==> src/rtl/frt_pkg.sv <==
// package of register map, field layout and encodings for the free-running timer
package frt_pkg;

	// ----------------------------------------------------------------
	// register addresses
	// ----------------------------------------------------------------
	localparam logic [15:0] ADDR_INT_ENABLE = 16'hFF90; // interrupt_enable_reg
	localparam logic [15:0] ADDR_EVENT_FLAGS = 16'hFF91; // event_flags_reg
	localparam logic [15:0] ADDR_COUNTER = 16'hFF92; // counter_value
	localparam logic [15:0] ADDR_COMPARE = 16'hFF94; // compare a or b, by compare_select
	localparam logic [15:0] ADDR_TIMER_CTRL = 16'hFF96; // timer_control_reg
	localparam logic [15:0] ADDR_OUT_CTRL = 16'hFF97; // compare_output_control
	localparam logic [15:0] ADDR_SHARED_A = 16'hFF98; // capture a or rise step
	localparam logic [15:0] ADDR_SHARED_B = 16'hFF9A; // capture b or fall step
	localparam logic [15:0] ADDR_SHARED_C = 16'hFF9C; // capture c or mask span
	localparam logic [15:0] ADDR_CAPTURE_D = 16'hFF9E; // capture_d_value

	// ----------------------------------------------------------------
	// reset values
	// ----------------------------------------------------------------
	localparam logic [7:0] RST_INT_ENABLE = 8'h01;
	localparam logic [7:0] RST_BYTE = 8'h00;
	localparam logic [15:0] RST_COUNTER = 16'h0000;
	localparam logic [15:0] RST_COMPARE = 16'hFFFF;
	localparam logic [15:0] RST_STEP = 16'hFFFF;
	localparam logic [15:0] RST_CAPTURE = 16'h0000;
	localparam logic [7:0] RST_SPAN = 8'h00;
	localparam logic [15:0] COUNT_MAX = 16'hFFFF;
	localparam logic [7:0] IER_FIXED_ONE = 8'h01; // bit 0 always reads one

	// ----------------------------------------------------------------
	// flag bit positions in event_flags_reg
	// ----------------------------------------------------------------
	localparam int FLAG_CAP_A = 7; // capture channel n flag at FLAG_CAP_A - n
	localparam int FLAG_CMP_A = 3;
	localparam int FLAG_CMP_B = 2;
	localparam int FLAG_OVF = 1;
	localparam int FLAG_CLR_A = 0; // clear_on_match_a, plain read/write

	// ----------------------------------------------------------------
	// clock source codes and prescale masks
	// ----------------------------------------------------------------
	localparam logic [1:0] CKS_DIV2 = 2'h0;
	localparam logic [1:0] CKS_DIV8 = 2'h1;
	localparam logic [1:0] CKS_DIV32 = 2'h2;
	localparam logic [1:0] CKS_EXT = 2'h3;
	localparam logic [4:0] MASK_DIV2 = 5'h01;
	localparam logic [4:0] MASK_DIV8 = 5'h07;
	localparam logic [4:0] MASK_DIV32 = 5'h1F;

	// timer_control_reg layout
	typedef struct packed {
		logic [3:0] edge_sel; // [3]=a .. [0]=d, 1 rising, 0 falling
		logic buffer_a_enable;
		logic buffer_b_enable;
		logic clock_select_hi;
		logic clock_select_lo;
	} frt_tcr_type;

	// compare_output_control layout
	typedef struct packed {
		logic capture_d_mask_enable;
		logic auto_add_enable;
		logic capture_select; // 0 capture regs, 1 step and span regs
		logic compare_select; // 0 compare a, 1 compare b
		logic compare_a_pin_enable;
		logic compare_b_pin_enable;
		logic compare_a_pin_level;
		logic compare_b_pin_level;
	} frt_compare_output_control_type;

	// register bus request
	typedef struct packed {
		logic [15:0] addr;
		logic [15:0] wdata;
		logic wr;
		logic rd;
	} frt_bus_req_type;

	// capture d mask interval state
	typedef enum logic [1:0] {
		FRT_MASK_IDLE = 2'b01,
		FRT_MASK_ACTIVE = 2'b10
	} frt_mask_state_type;

endpackage

==> src/rtl/frt_timer.sv <==
// free-running capture/compare timer with register port
//
// The implementer's own choice: the plain strobed port.
`timescale 1ns/1ps

module frt_timer #(
	parameter int CNT_W = 16, // counter and register width
	parameter int CAP_N = 4 // capture channels
) (
	input wire logic clk,
	input wire logic rst_b,
	input wire logic ce,
	input wire frt_pkg::frt_bus_req_type bus_req,
	output logic [15:0] bus_rdata_ff,
	input wire logic count_clock_pin,
	input wire logic [CAP_N-1:0] capture_pins,
	output logic compare_a_pin_ff,
	output logic compare_b_pin_ff,
	output logic [6:0] irq_req_ff
);

	// ----------------------------------------------------------------
	// state
	// ----------------------------------------------------------------
	logic [7:0] int_enable_ff; // interrupt_enable_reg bits 7..1 used
	logic [7:1] flags_ff; // event flags
	logic clear_on_match_a_ff; // event_flags_reg bit 0
	logic [CNT_W-1:0] counter_ff; // counter_value
	logic [CNT_W-1:0] compare_a_ff; // compare_a_value
	logic [CNT_W-1:0] compare_b_ff; // compare_b_value
	logic [CNT_W-1:0] rise_step_ff; // compare_a_rise_step
	logic [CNT_W-1:0] fall_step_ff; // compare_a_fall_step
	logic [7:0] span_ff; // capture_d_mask_span, upper byte fixed zero
	logic [CNT_W-1:0] capture_ff [CAP_N]; // capture a..d values
	frt_pkg::frt_tcr_type tcr_ff; // timer_control_reg
	frt_pkg::frt_compare_output_control_type compare_output_control_ff; // compare_output_control
	logic [4:0] prescale_ff; // system clock divider
	logic ext_clk_prev_ff; // previous count clock pin level
	logic [CAP_N-1:0] pin_prev_ff; // previous capture pin levels
	logic add_fall_next_ff; // auto add: next addition is the fall step
	frt_pkg::frt_mask_state_type mask_ff; // capture d mask state

	// ----------------------------------------------------------------
	// bus decode
	// ----------------------------------------------------------------
	wire wr = bus_req.wr;
	wire [15:0] wd = bus_req.wdata;
	wire wr_ier = wr && bus_req.addr == frt_pkg::ADDR_INT_ENABLE;
	wire wr_flags = wr && bus_req.addr == frt_pkg::ADDR_EVENT_FLAGS;
	wire wr_cnt = wr && bus_req.addr == frt_pkg::ADDR_COUNTER;
	wire wr_cmp = wr && bus_req.addr == frt_pkg::ADDR_COMPARE;
	wire wr_tcr = wr && bus_req.addr == frt_pkg::ADDR_TIMER_CTRL;
	wire wr_compare_output_control = wr && bus_req.addr == frt_pkg::ADDR_OUT_CTRL;
	// compare a and b sit behind one address
	wire wr_cmp_a = wr_cmp && !compare_output_control_ff.compare_select;
	wire wr_cmp_b = wr_cmp && compare_output_control_ff.compare_select;
	// step and span registers reachable only with capture_select set
	wire wr_rise = wr && compare_output_control_ff.capture_select && bus_req.addr == frt_pkg::ADDR_SHARED_A;
	wire wr_fall = wr && compare_output_control_ff.capture_select && bus_req.addr == frt_pkg::ADDR_SHARED_B;
	wire wr_span = wr && compare_output_control_ff.capture_select && bus_req.addr == frt_pkg::ADDR_SHARED_C;

	// ----------------------------------------------------------------
	// count source
	// ----------------------------------------------------------------
	wire [1:0] cks = {tcr_ff.clock_select_hi, tcr_ff.clock_select_lo};
	// prescale mask per source; external source has no mask
	wire [4:0] pre_mask = (cks == frt_pkg::CKS_DIV2) ? frt_pkg::MASK_DIV2 :
		(cks == frt_pkg::CKS_DIV8) ? frt_pkg::MASK_DIV8 : frt_pkg::MASK_DIV32;
	wire pre_tick = (prescale_ff & pre_mask) == pre_mask;
	wire ext_tick = count_clock_pin && !ext_clk_prev_ff; // rising edge of pin
	wire tick = (cks == frt_pkg::CKS_EXT) ? ext_tick : pre_tick;

	// ----------------------------------------------------------------
	// compare and counter control
	// ----------------------------------------------------------------
	// a match is taken on the count pulse that leaves the equal value
	wire match_a = tick && counter_ff == compare_a_ff;
	wire match_b = tick && counter_ff == compare_b_ff;
	wire clr_a = match_a && clear_on_match_a_ff;
	wire ovf_evt = tick && !clr_a && counter_ff == frt_pkg::COUNT_MAX;
	// counter: bus write wins over counting
	wire [CNT_W-1:0] nxt_counter = wr_cnt ? wd :
		clr_a ? '0 :
		tick ? counter_ff + 1'b1 : counter_ff;
	// auto add of the alternate step to compare a
	wire auto_add = match_a && compare_output_control_ff.auto_add_enable;
	wire [CNT_W-1:0] step_sel = add_fall_next_ff ? fall_step_ff : rise_step_ff;
	wire [CNT_W-1:0] nxt_compare_a = wr_cmp_a ? wd :
		auto_add ? compare_a_ff + step_sel : compare_a_ff;
	// in auto mode the level follows the step last added, not the level bit
	wire level_a = compare_output_control_ff.auto_add_enable ? add_fall_next_ff : compare_output_control_ff.compare_a_pin_level;

	// ----------------------------------------------------------------
	// capture edge detection
	// ----------------------------------------------------------------
	wire [CAP_N-1:0] rise;
	wire [CAP_N-1:0] fall;
	wire [CAP_N-1:0] edge_hit; // single-edge trigger per channel
	wire [CAP_N-1:0] es; // edge select, index 0 = channel a
	genvar gi;
	generate
		for (gi = 0; gi < CAP_N; gi++)
		begin : g_edge
			assign es[gi] = tcr_ff.edge_sel[CAP_N-1-gi];
			assign rise[gi] = capture_pins[gi] && !pin_prev_ff[gi];
			assign fall[gi] = !capture_pins[gi] && pin_prev_ff[gi];
			assign edge_hit[gi] = es[gi] ? rise[gi] : fall[gi];
		end
	endgenerate

	// buffered trigger: same bits give one edge, differing bits give both
	wire buf_a_hit = (es[0] == es[2]) ? edge_hit[0] : (rise[0] || fall[0]);
	wire buf_b_hit = (es[1] == es[3]) ? edge_hit[1] : (rise[1] || fall[1]);
	wire mask_on = mask_ff == frt_pkg::FRT_MASK_ACTIVE;
	// capture events per channel; c and d pins are idle when buffering
	wire [CAP_N-1:0] cap_evt;
	assign cap_evt[0] = tcr_ff.buffer_a_enable ? buf_a_hit : edge_hit[0];
	assign cap_evt[1] = tcr_ff.buffer_b_enable ? buf_b_hit : edge_hit[1];
	assign cap_evt[2] = !tcr_ff.buffer_a_enable && edge_hit[2];
	assign cap_evt[3] = !tcr_ff.buffer_b_enable && edge_hit[3] && !mask_on;

	// ----------------------------------------------------------------
	// capture d mask interval
	// ----------------------------------------------------------------
	wire mask_armed = compare_output_control_ff.capture_d_mask_enable && span_ff != frt_pkg::RST_SPAN;
	wire [CNT_W-1:0] mask_end = capture_ff[3] + {{(CNT_W-9){1'b0}}, span_ff, 1'b0};
	frt_pkg::frt_mask_state_type nxt_mask;
	always_comb
	begin
		nxt_mask = mask_ff;
		unique case (mask_ff)
			frt_pkg::FRT_MASK_IDLE:
			begin
				// a capture d event opens the interval
				if (cap_evt[3] && mask_armed)
					nxt_mask = frt_pkg::FRT_MASK_ACTIVE;
			end
			frt_pkg::FRT_MASK_ACTIVE:
			begin
				// close on end count, or when masking is turned off
				if (!mask_armed || counter_ff == mask_end)
					nxt_mask = frt_pkg::FRT_MASK_IDLE;
			end
			default:
				nxt_mask = frt_pkg::FRT_MASK_IDLE;
		endcase
	end

	// ----------------------------------------------------------------
	// flags: set beats a write of zero in the same cycle
	// ----------------------------------------------------------------
	// flag bit 7 is channel a, while cap_evt index 0 is channel a
	wire [7:1] flag_set = {cap_evt[0], cap_evt[1], cap_evt[2], cap_evt[3], match_a, match_b, ovf_evt};
	wire [7:1] flag_clr = wr_flags ? ~wd[7:1] : 7'h00;
	wire [7:1] nxt_flags = (flags_ff & ~flag_clr) | flag_set;

	// ----------------------------------------------------------------
	// read mux
	// ----------------------------------------------------------------
	wire [15:0] rd_cap_or_step_a = compare_output_control_ff.capture_select ? rise_step_ff : capture_ff[0];
	wire [15:0] rd_cap_or_step_b = compare_output_control_ff.capture_select ? fall_step_ff : capture_ff[1];
	wire [15:0] rd_cap_or_span = compare_output_control_ff.capture_select ? {8'h00, span_ff} : capture_ff[2];
	wire [15:0] rd_mux =
		(bus_req.addr == frt_pkg::ADDR_INT_ENABLE) ? {8'h00, int_enable_ff | frt_pkg::IER_FIXED_ONE} :
		(bus_req.addr == frt_pkg::ADDR_EVENT_FLAGS) ? {8'h00, flags_ff, clear_on_match_a_ff} :
		(bus_req.addr == frt_pkg::ADDR_COUNTER) ? counter_ff :
		(bus_req.addr == frt_pkg::ADDR_COMPARE) ?
			(compare_output_control_ff.compare_select ? compare_b_ff : compare_a_ff) :
		(bus_req.addr == frt_pkg::ADDR_TIMER_CTRL) ? {8'h00, tcr_ff} :
		(bus_req.addr == frt_pkg::ADDR_OUT_CTRL) ? {8'h00, compare_output_control_ff} :
		(bus_req.addr == frt_pkg::ADDR_SHARED_A) ? rd_cap_or_step_a :
		(bus_req.addr == frt_pkg::ADDR_SHARED_B) ? rd_cap_or_step_b :
		(bus_req.addr == frt_pkg::ADDR_SHARED_C) ? rd_cap_or_span :
		(bus_req.addr == frt_pkg::ADDR_CAPTURE_D) ? capture_ff[3] : 16'h0000;

	// ----------------------------------------------------------------
	// control and count registers
	// ----------------------------------------------------------------
	always_ff @(posedge clk or negedge rst_b)
	begin
		if (!rst_b)
		begin
			int_enable_ff <= frt_pkg::RST_INT_ENABLE;
			flags_ff <= '0;
			clear_on_match_a_ff <= 1'b0;
			counter_ff <= frt_pkg::RST_COUNTER;
			tcr_ff <= frt_pkg::RST_BYTE;
			compare_output_control_ff <= frt_pkg::RST_BYTE;
			prescale_ff <= '0;
			ext_clk_prev_ff <= 1'b0;
			pin_prev_ff <= '0;
			mask_ff <= frt_pkg::FRT_MASK_IDLE;
		end
		else if (ce)
		begin
			if (wr_ier)
				int_enable_ff <= wd[7:0];
			if (wr_flags)
				clear_on_match_a_ff <= wd[frt_pkg::FLAG_CLR_A];
			if (wr_tcr)
				tcr_ff <= wd[7:0];
			if (wr_compare_output_control)
				compare_output_control_ff <= wd[7:0];
			flags_ff <= nxt_flags;
			counter_ff <= nxt_counter;
			prescale_ff <= prescale_ff + 5'h01;
			ext_clk_prev_ff <= count_clock_pin;
			pin_prev_ff <= capture_pins;
			mask_ff <= nxt_mask;
		end
	end

	// ----------------------------------------------------------------
	// compare registers, steps, span and waveform pins
	// ----------------------------------------------------------------
	always_ff @(posedge clk or negedge rst_b)
	begin
		if (!rst_b)
		begin
			compare_a_ff <= frt_pkg::RST_COMPARE;
			compare_b_ff <= frt_pkg::RST_COMPARE;
			rise_step_ff <= frt_pkg::RST_STEP;
			fall_step_ff <= frt_pkg::RST_STEP;
			span_ff <= frt_pkg::RST_SPAN;
			add_fall_next_ff <= 1'b1;
			compare_a_pin_ff <= 1'b0;
			compare_b_pin_ff <= 1'b0;
		end
		else if (ce)
		begin
			compare_a_ff <= nxt_compare_a;
			if (wr_cmp_b)
				compare_b_ff <= wd;
			if (wr_rise)
				rise_step_ff <= wd;
			if (wr_fall)
				fall_step_ff <= wd;
			if (wr_span)
				span_ff <= wd[7:0];
			// first match after enabling adds the fall step
			if (!compare_output_control_ff.auto_add_enable)
				add_fall_next_ff <= 1'b1;
			else if (match_a)
				add_fall_next_ff <= !add_fall_next_ff;
			// pins move only on a match of their own channel
			if (match_a && compare_output_control_ff.compare_a_pin_enable)
				compare_a_pin_ff <= level_a;
			if (match_b && compare_output_control_ff.compare_b_pin_enable)
				compare_b_pin_ff <= compare_output_control_ff.compare_b_pin_level;
		end
	end

	// ----------------------------------------------------------------
	// capture registers
	// ----------------------------------------------------------------
	always_ff @(posedge clk or negedge rst_b)
	begin
		if (!rst_b)
		begin
			for (int i = 0; i < CAP_N; i++)
				capture_ff[i] <= frt_pkg::RST_CAPTURE;
		end
		else if (ce)
		begin
			// loads happen whatever the flag holds
			if (cap_evt[0])
				capture_ff[0] <= counter_ff;
			if (cap_evt[1])
				capture_ff[1] <= counter_ff;
			// buffer takes the old value of its partner in the same edge
			if (tcr_ff.buffer_a_enable ? cap_evt[0] : cap_evt[2])
				capture_ff[2] <= tcr_ff.buffer_a_enable ? capture_ff[0] : counter_ff;
			if (tcr_ff.buffer_b_enable ? cap_evt[1] : cap_evt[3])
				capture_ff[3] <= tcr_ff.buffer_b_enable ? capture_ff[1] : counter_ff;
		end
	end

	// ----------------------------------------------------------------
	// read data and interrupt requests
	// ----------------------------------------------------------------
	always_ff @(posedge clk or negedge rst_b)
	begin
		if (!rst_b)
		begin
			bus_rdata_ff <= 16'h0000;
			irq_req_ff <= 7'h00;
		end
		else if (ce)
		begin
			// read data stands only in the cycle after the strobe
			bus_rdata_ff <= bus_req.rd ? rd_mux : 16'h0000;
			// order: cap a, cap b, cap c, cap d, cmp a, cmp b, overflow
			irq_req_ff <= flags_ff & int_enable_ff[7:1];
		end
	end

endmodule

==> config.mk <==
export PLATFORM = sky130hd
export DESIGN_NAME = frt_timer
export DESIGN_NICKNAME = d
export VERILOG_FILES = /design/src/rtl/frt_pkg.sv /design/src/rtl/frt_timer.sv
export SDC_FILE = /design/constraint.sdc
export NUM_CORES = 1
export LEC_CHECK = 0
export ABC_CLOCK_PERIOD_IN_PS = 4600
export BUFFER_PORTS_ARGS = -buffer_cell sky130_fd_sc_hd__buf_2
export CAP_MARGIN = 15
export CORE_ASPECT_RATIO = 0.7
export CORE_MARGIN = 2
export CORE_UTILIZATION = 35
export DETAILED_ROUTE_END_ITERATION = 7
export PLACE_DENSITY = 0.54
export RECOVER_POWER = 50
export SYNTH_ARGS = -nofsm -noshare
export SYNTH_HDL_FRONTEND = slang
export SYNTH_SLANG_ARGS = --single-unit
==> constraint.sdc <==
create_clock -name clk -period 4.6 [get_ports clk]
set_input_delay 0.23 -clock clk [delete_from_list [all_inputs] [get_ports clk]]
set_output_delay 0.23 -clock clk [all_outputs]
set_load 0.05 [all_outputs]
==> flow_summary.ini <==
[routing]
via_per_inst = 5.65
dr_total_vias = 10493
dr.pass1.iters = 5
wl_per_cell_microns = 23.2
post-route-drc-count = 0
ant_nets = 0
wl_microns = 43000
drt_iter0_markers = 961

[cts]
cts_setup_buffers = 0
cts_root_buf = clkbuf_16
htree_num_levels = 1
cts_made_buffers = 24
clkTransAtPathRegs_ns = 0.06
cts.sinks = 221
worstSkewPairLatency_ns = 0.54
cts_buffer_depth = 3
cts_tree = built
cts-resized-gates = 0

[yosys]
yosysSeqAreaShare = 0.426
syn_area_sq_um = 13200
netlist_instances = 1309
synth_flop_cell = dfrtp_1
ys_ff_latch = 221
post_synth.cell_area_avg_sq_um = 10.1
synth_cell_type_count = 79
synth_nets = 1382
yosys_warnings = 0
synth-async-reset-ratio = 1.00
synth_edf_count = 0

[worst_setup_path]
timing.rr.start = add_fall_next_ff$_DFFE_PN1P_
ff2ff_path_depth = 11
arrival_ns = 4.31
path_class = in -> reg
critPathLaunch = ce
crit_fanout = 46
cp-end-kind = register
r2r_slack_ns = 1.30
cp.required_ns = 5.01
worst_setup_path_start_kind = input port
rr_endpoint = compare_a_ff[13]$_DFFE_PN1P_

[sta]
drv_slew = 135
finalCriticalPeriod_ns = 3.89
clock_skew_ns = 0.0155
rsz0062_at_grt = false
fin_setup_tns_ns = 0
period_share = 0.847
setup-violations-final = 0
fin_hold_ws_ns = 0.0503
max-slew-margin-rel = -0.569
tightestPinTransition_ns = 2.35
max_freq_mhz = 257
hold_violations = 0

[pwr]
max-vdd-ir-drop_mv = 0.185
power_density_nw_per_um2 = 331
static-leakage-power_nw = 6.24

[outcome]
violations = capacitance limit, slew limit
status = finished, violations left

[cells_and_area]
final_cell_mix = dfrtp_1, mux2_2, nand2_1, o21ai_0, mux2i_1
final_nets = 1423
layout-area-overhead-vs-synth_pct = 11.9
drive_above_1_share = 0.244
final_common_cell = dfrtp_1

[floorplanning]
start_util = 0.354
die_y_microns = 166
rows = 59
core_region_area_sq_um = 37100
dieArea_sq_um = 39200
die_x_microns = 236
num_io_pins = 67

[grt]
grt_max_degree = 88
grt.overflow.total = 0
grt_pass1_wl_microns = 64800
grt_use_total = 0.217
grt_pass1_vias = 9796
antenna_found_initial = 1

[placed_design]
post-dp-hpwl_microns = 31500
port_buffers = 66
place.gp.congestion = 0.915

[min_path]
min_to = compare_b_ff[13]$_DFFE_PN1P_
hp-class = in -> reg
min-delay-start = bus_req[15]
whs_path_depth = 2

[job]
max_cap_violations = 2
sequential cells by signal (all words and copies together), names as in the netlist, 2 cells and up:
name,count
compare_b_ff,16
cks,2
rise_step_ff,16
span_ff,8
compare_a_ff,16
prescale_ff,5
compare_output_control_ff,8
pin_prev_ff,4
flags_ff,7
irq_req_ff,7
capture_ff,64
fall_step_ff,16
es,4
tcr_ff,2
bus_rdata_ff,16
mask_ff,2
counter_ff,16
int_enable_ff,7
through the flow:
stage,area (sq um),util,total power [mW],instances,setup WS [ns]
2_1_floorplan,13200,-,2.67,1309,1.00
3_3_place_gp,13900,0.375,2.91,1805,1.36
3_5_place_dp,13900,0.375,2.93,1805,1.27
4_1_cts,14800,0.398,4.90,1855,1.24
5_1_grt,14700,0.397,5.09,1855,0.523
6_report,14700,0.397,4.88,1856,0.706
cells by family after synthesis:
| group | after synthesis | synth area share |
|---|---|---|
| multiplexers | 223 | 0.183 |
| flip-flops | 221 | 0.426 |
| buffers and inverters | 120 | 0.0409 |
| adder cells (fa/ha/maj) | 31 | 0.0306 |
| AO/OA/AOI/OAI | 316 | 0.147 |
| AND/OR/NAND/NOR | 330 | 0.127 |
| XOR/XNOR | 68 | 0.0453 |
worst max-delay path, stage by stage:
cell and delay [ns]:
dlygate4sd3_1 0.52, clkbuf_1 0.26, clkbuf_1 1.70, and2_1 0.50, nand2_1 0.15, or3_1 0.54, mux2_2 0.35
final cells by class:
type / instances / area [sq um]
Clock buffer: 39 / 729
Fill cell: 3661 / 22400
Tap cell: 488 / 611
Multi-Input combinational cell: 968 / 7010
Inverter: 31 / 116
Sequential cell: 221 / 5610
Clock inverter: 4 / 45.0
Antenna cell: 1 / 2.50
Timing Repair Buffer: 104 / 594
power by group:
part / internal [mW] / total, mW / switching (mW)
sequential: 2.08 / 2.28 / 0.203
clock: 1.14 / 1.97 / 0.832
combinational: 0.262 / 0.628 / 0.366
total: 3.48 / 4.88 / 1.40
cells in the mapped netlist (9+ instances only):
cell / n / area (sq um)
and3_1: 15 / 93.8
nand4_1: 16 / 100
mux2i_1: 81 / 811
o21ai_0: 105 / 526
clkbuf_1: 45 / 169
a221oi_1: 13 / 114
nor3_1: 18 / 90.1
mux2_2: 142 / 1600
ha_1: 29 / 363
xnor2_1: 40 / 350
nor2b_1: 12 / 75.1
nor2_1: 65 / 244
xor2_1: 28 / 245
o22ai_1: 10 / 62.6
a211oi_1: 13 / 97.6
nand2_1: 115 / 432
dfrtp_1: 155 / 3880
inv_1: 30 / 113
buf_1: 13 / 48.8
o21ai_1: 30 / 150
dfstp_2: 66 / 1730
nand2b_1: 9 / 56.3
nor3b_1: 11 / 82.6
buf_2: 24 / 120
a211o_1: 9 / 78.8
nand3_1: 26 / 130
a21oi_1: 68 / 340
worst max-delay path by stage:
stage	endpoint	slack (ns)	cells after the start
after detailed placement	compare_a_ff[15]$_DFFE_PN1P_	1.27	11
after global routing	counter_ff[14]$_DFFE_PN0P_	0.52	6
after floorplan	compare_a_ff[15]$_DFFE_PN1P_	1.00	13
after global placement	compare_a_ff[15]$_DFFE_PN1P_	1.36	11
final	span_ff[6]$_DFFE_PN0P_	0.71	7
after CTS	compare_a_ff[15]$_DFFE_PN1P_	1.24	11
timing repair:
item / 4_1_cts / 5_1_grt
endpoints found under the hold margin: 49 / 0
hold buffers: 7 / 0
endpoints found under the setup margin: 0 / 0
routing by layer:
layer	vias to the layer above	track usage	routed length [microns]
met3	37	0.0436	3240
li1	4841	-	-
met2	337	0.298	17200
met5	-	0	0
met4	0	0.0307	512
met1	5278	0.351	22100
Power figures use the tool's default switching activity.
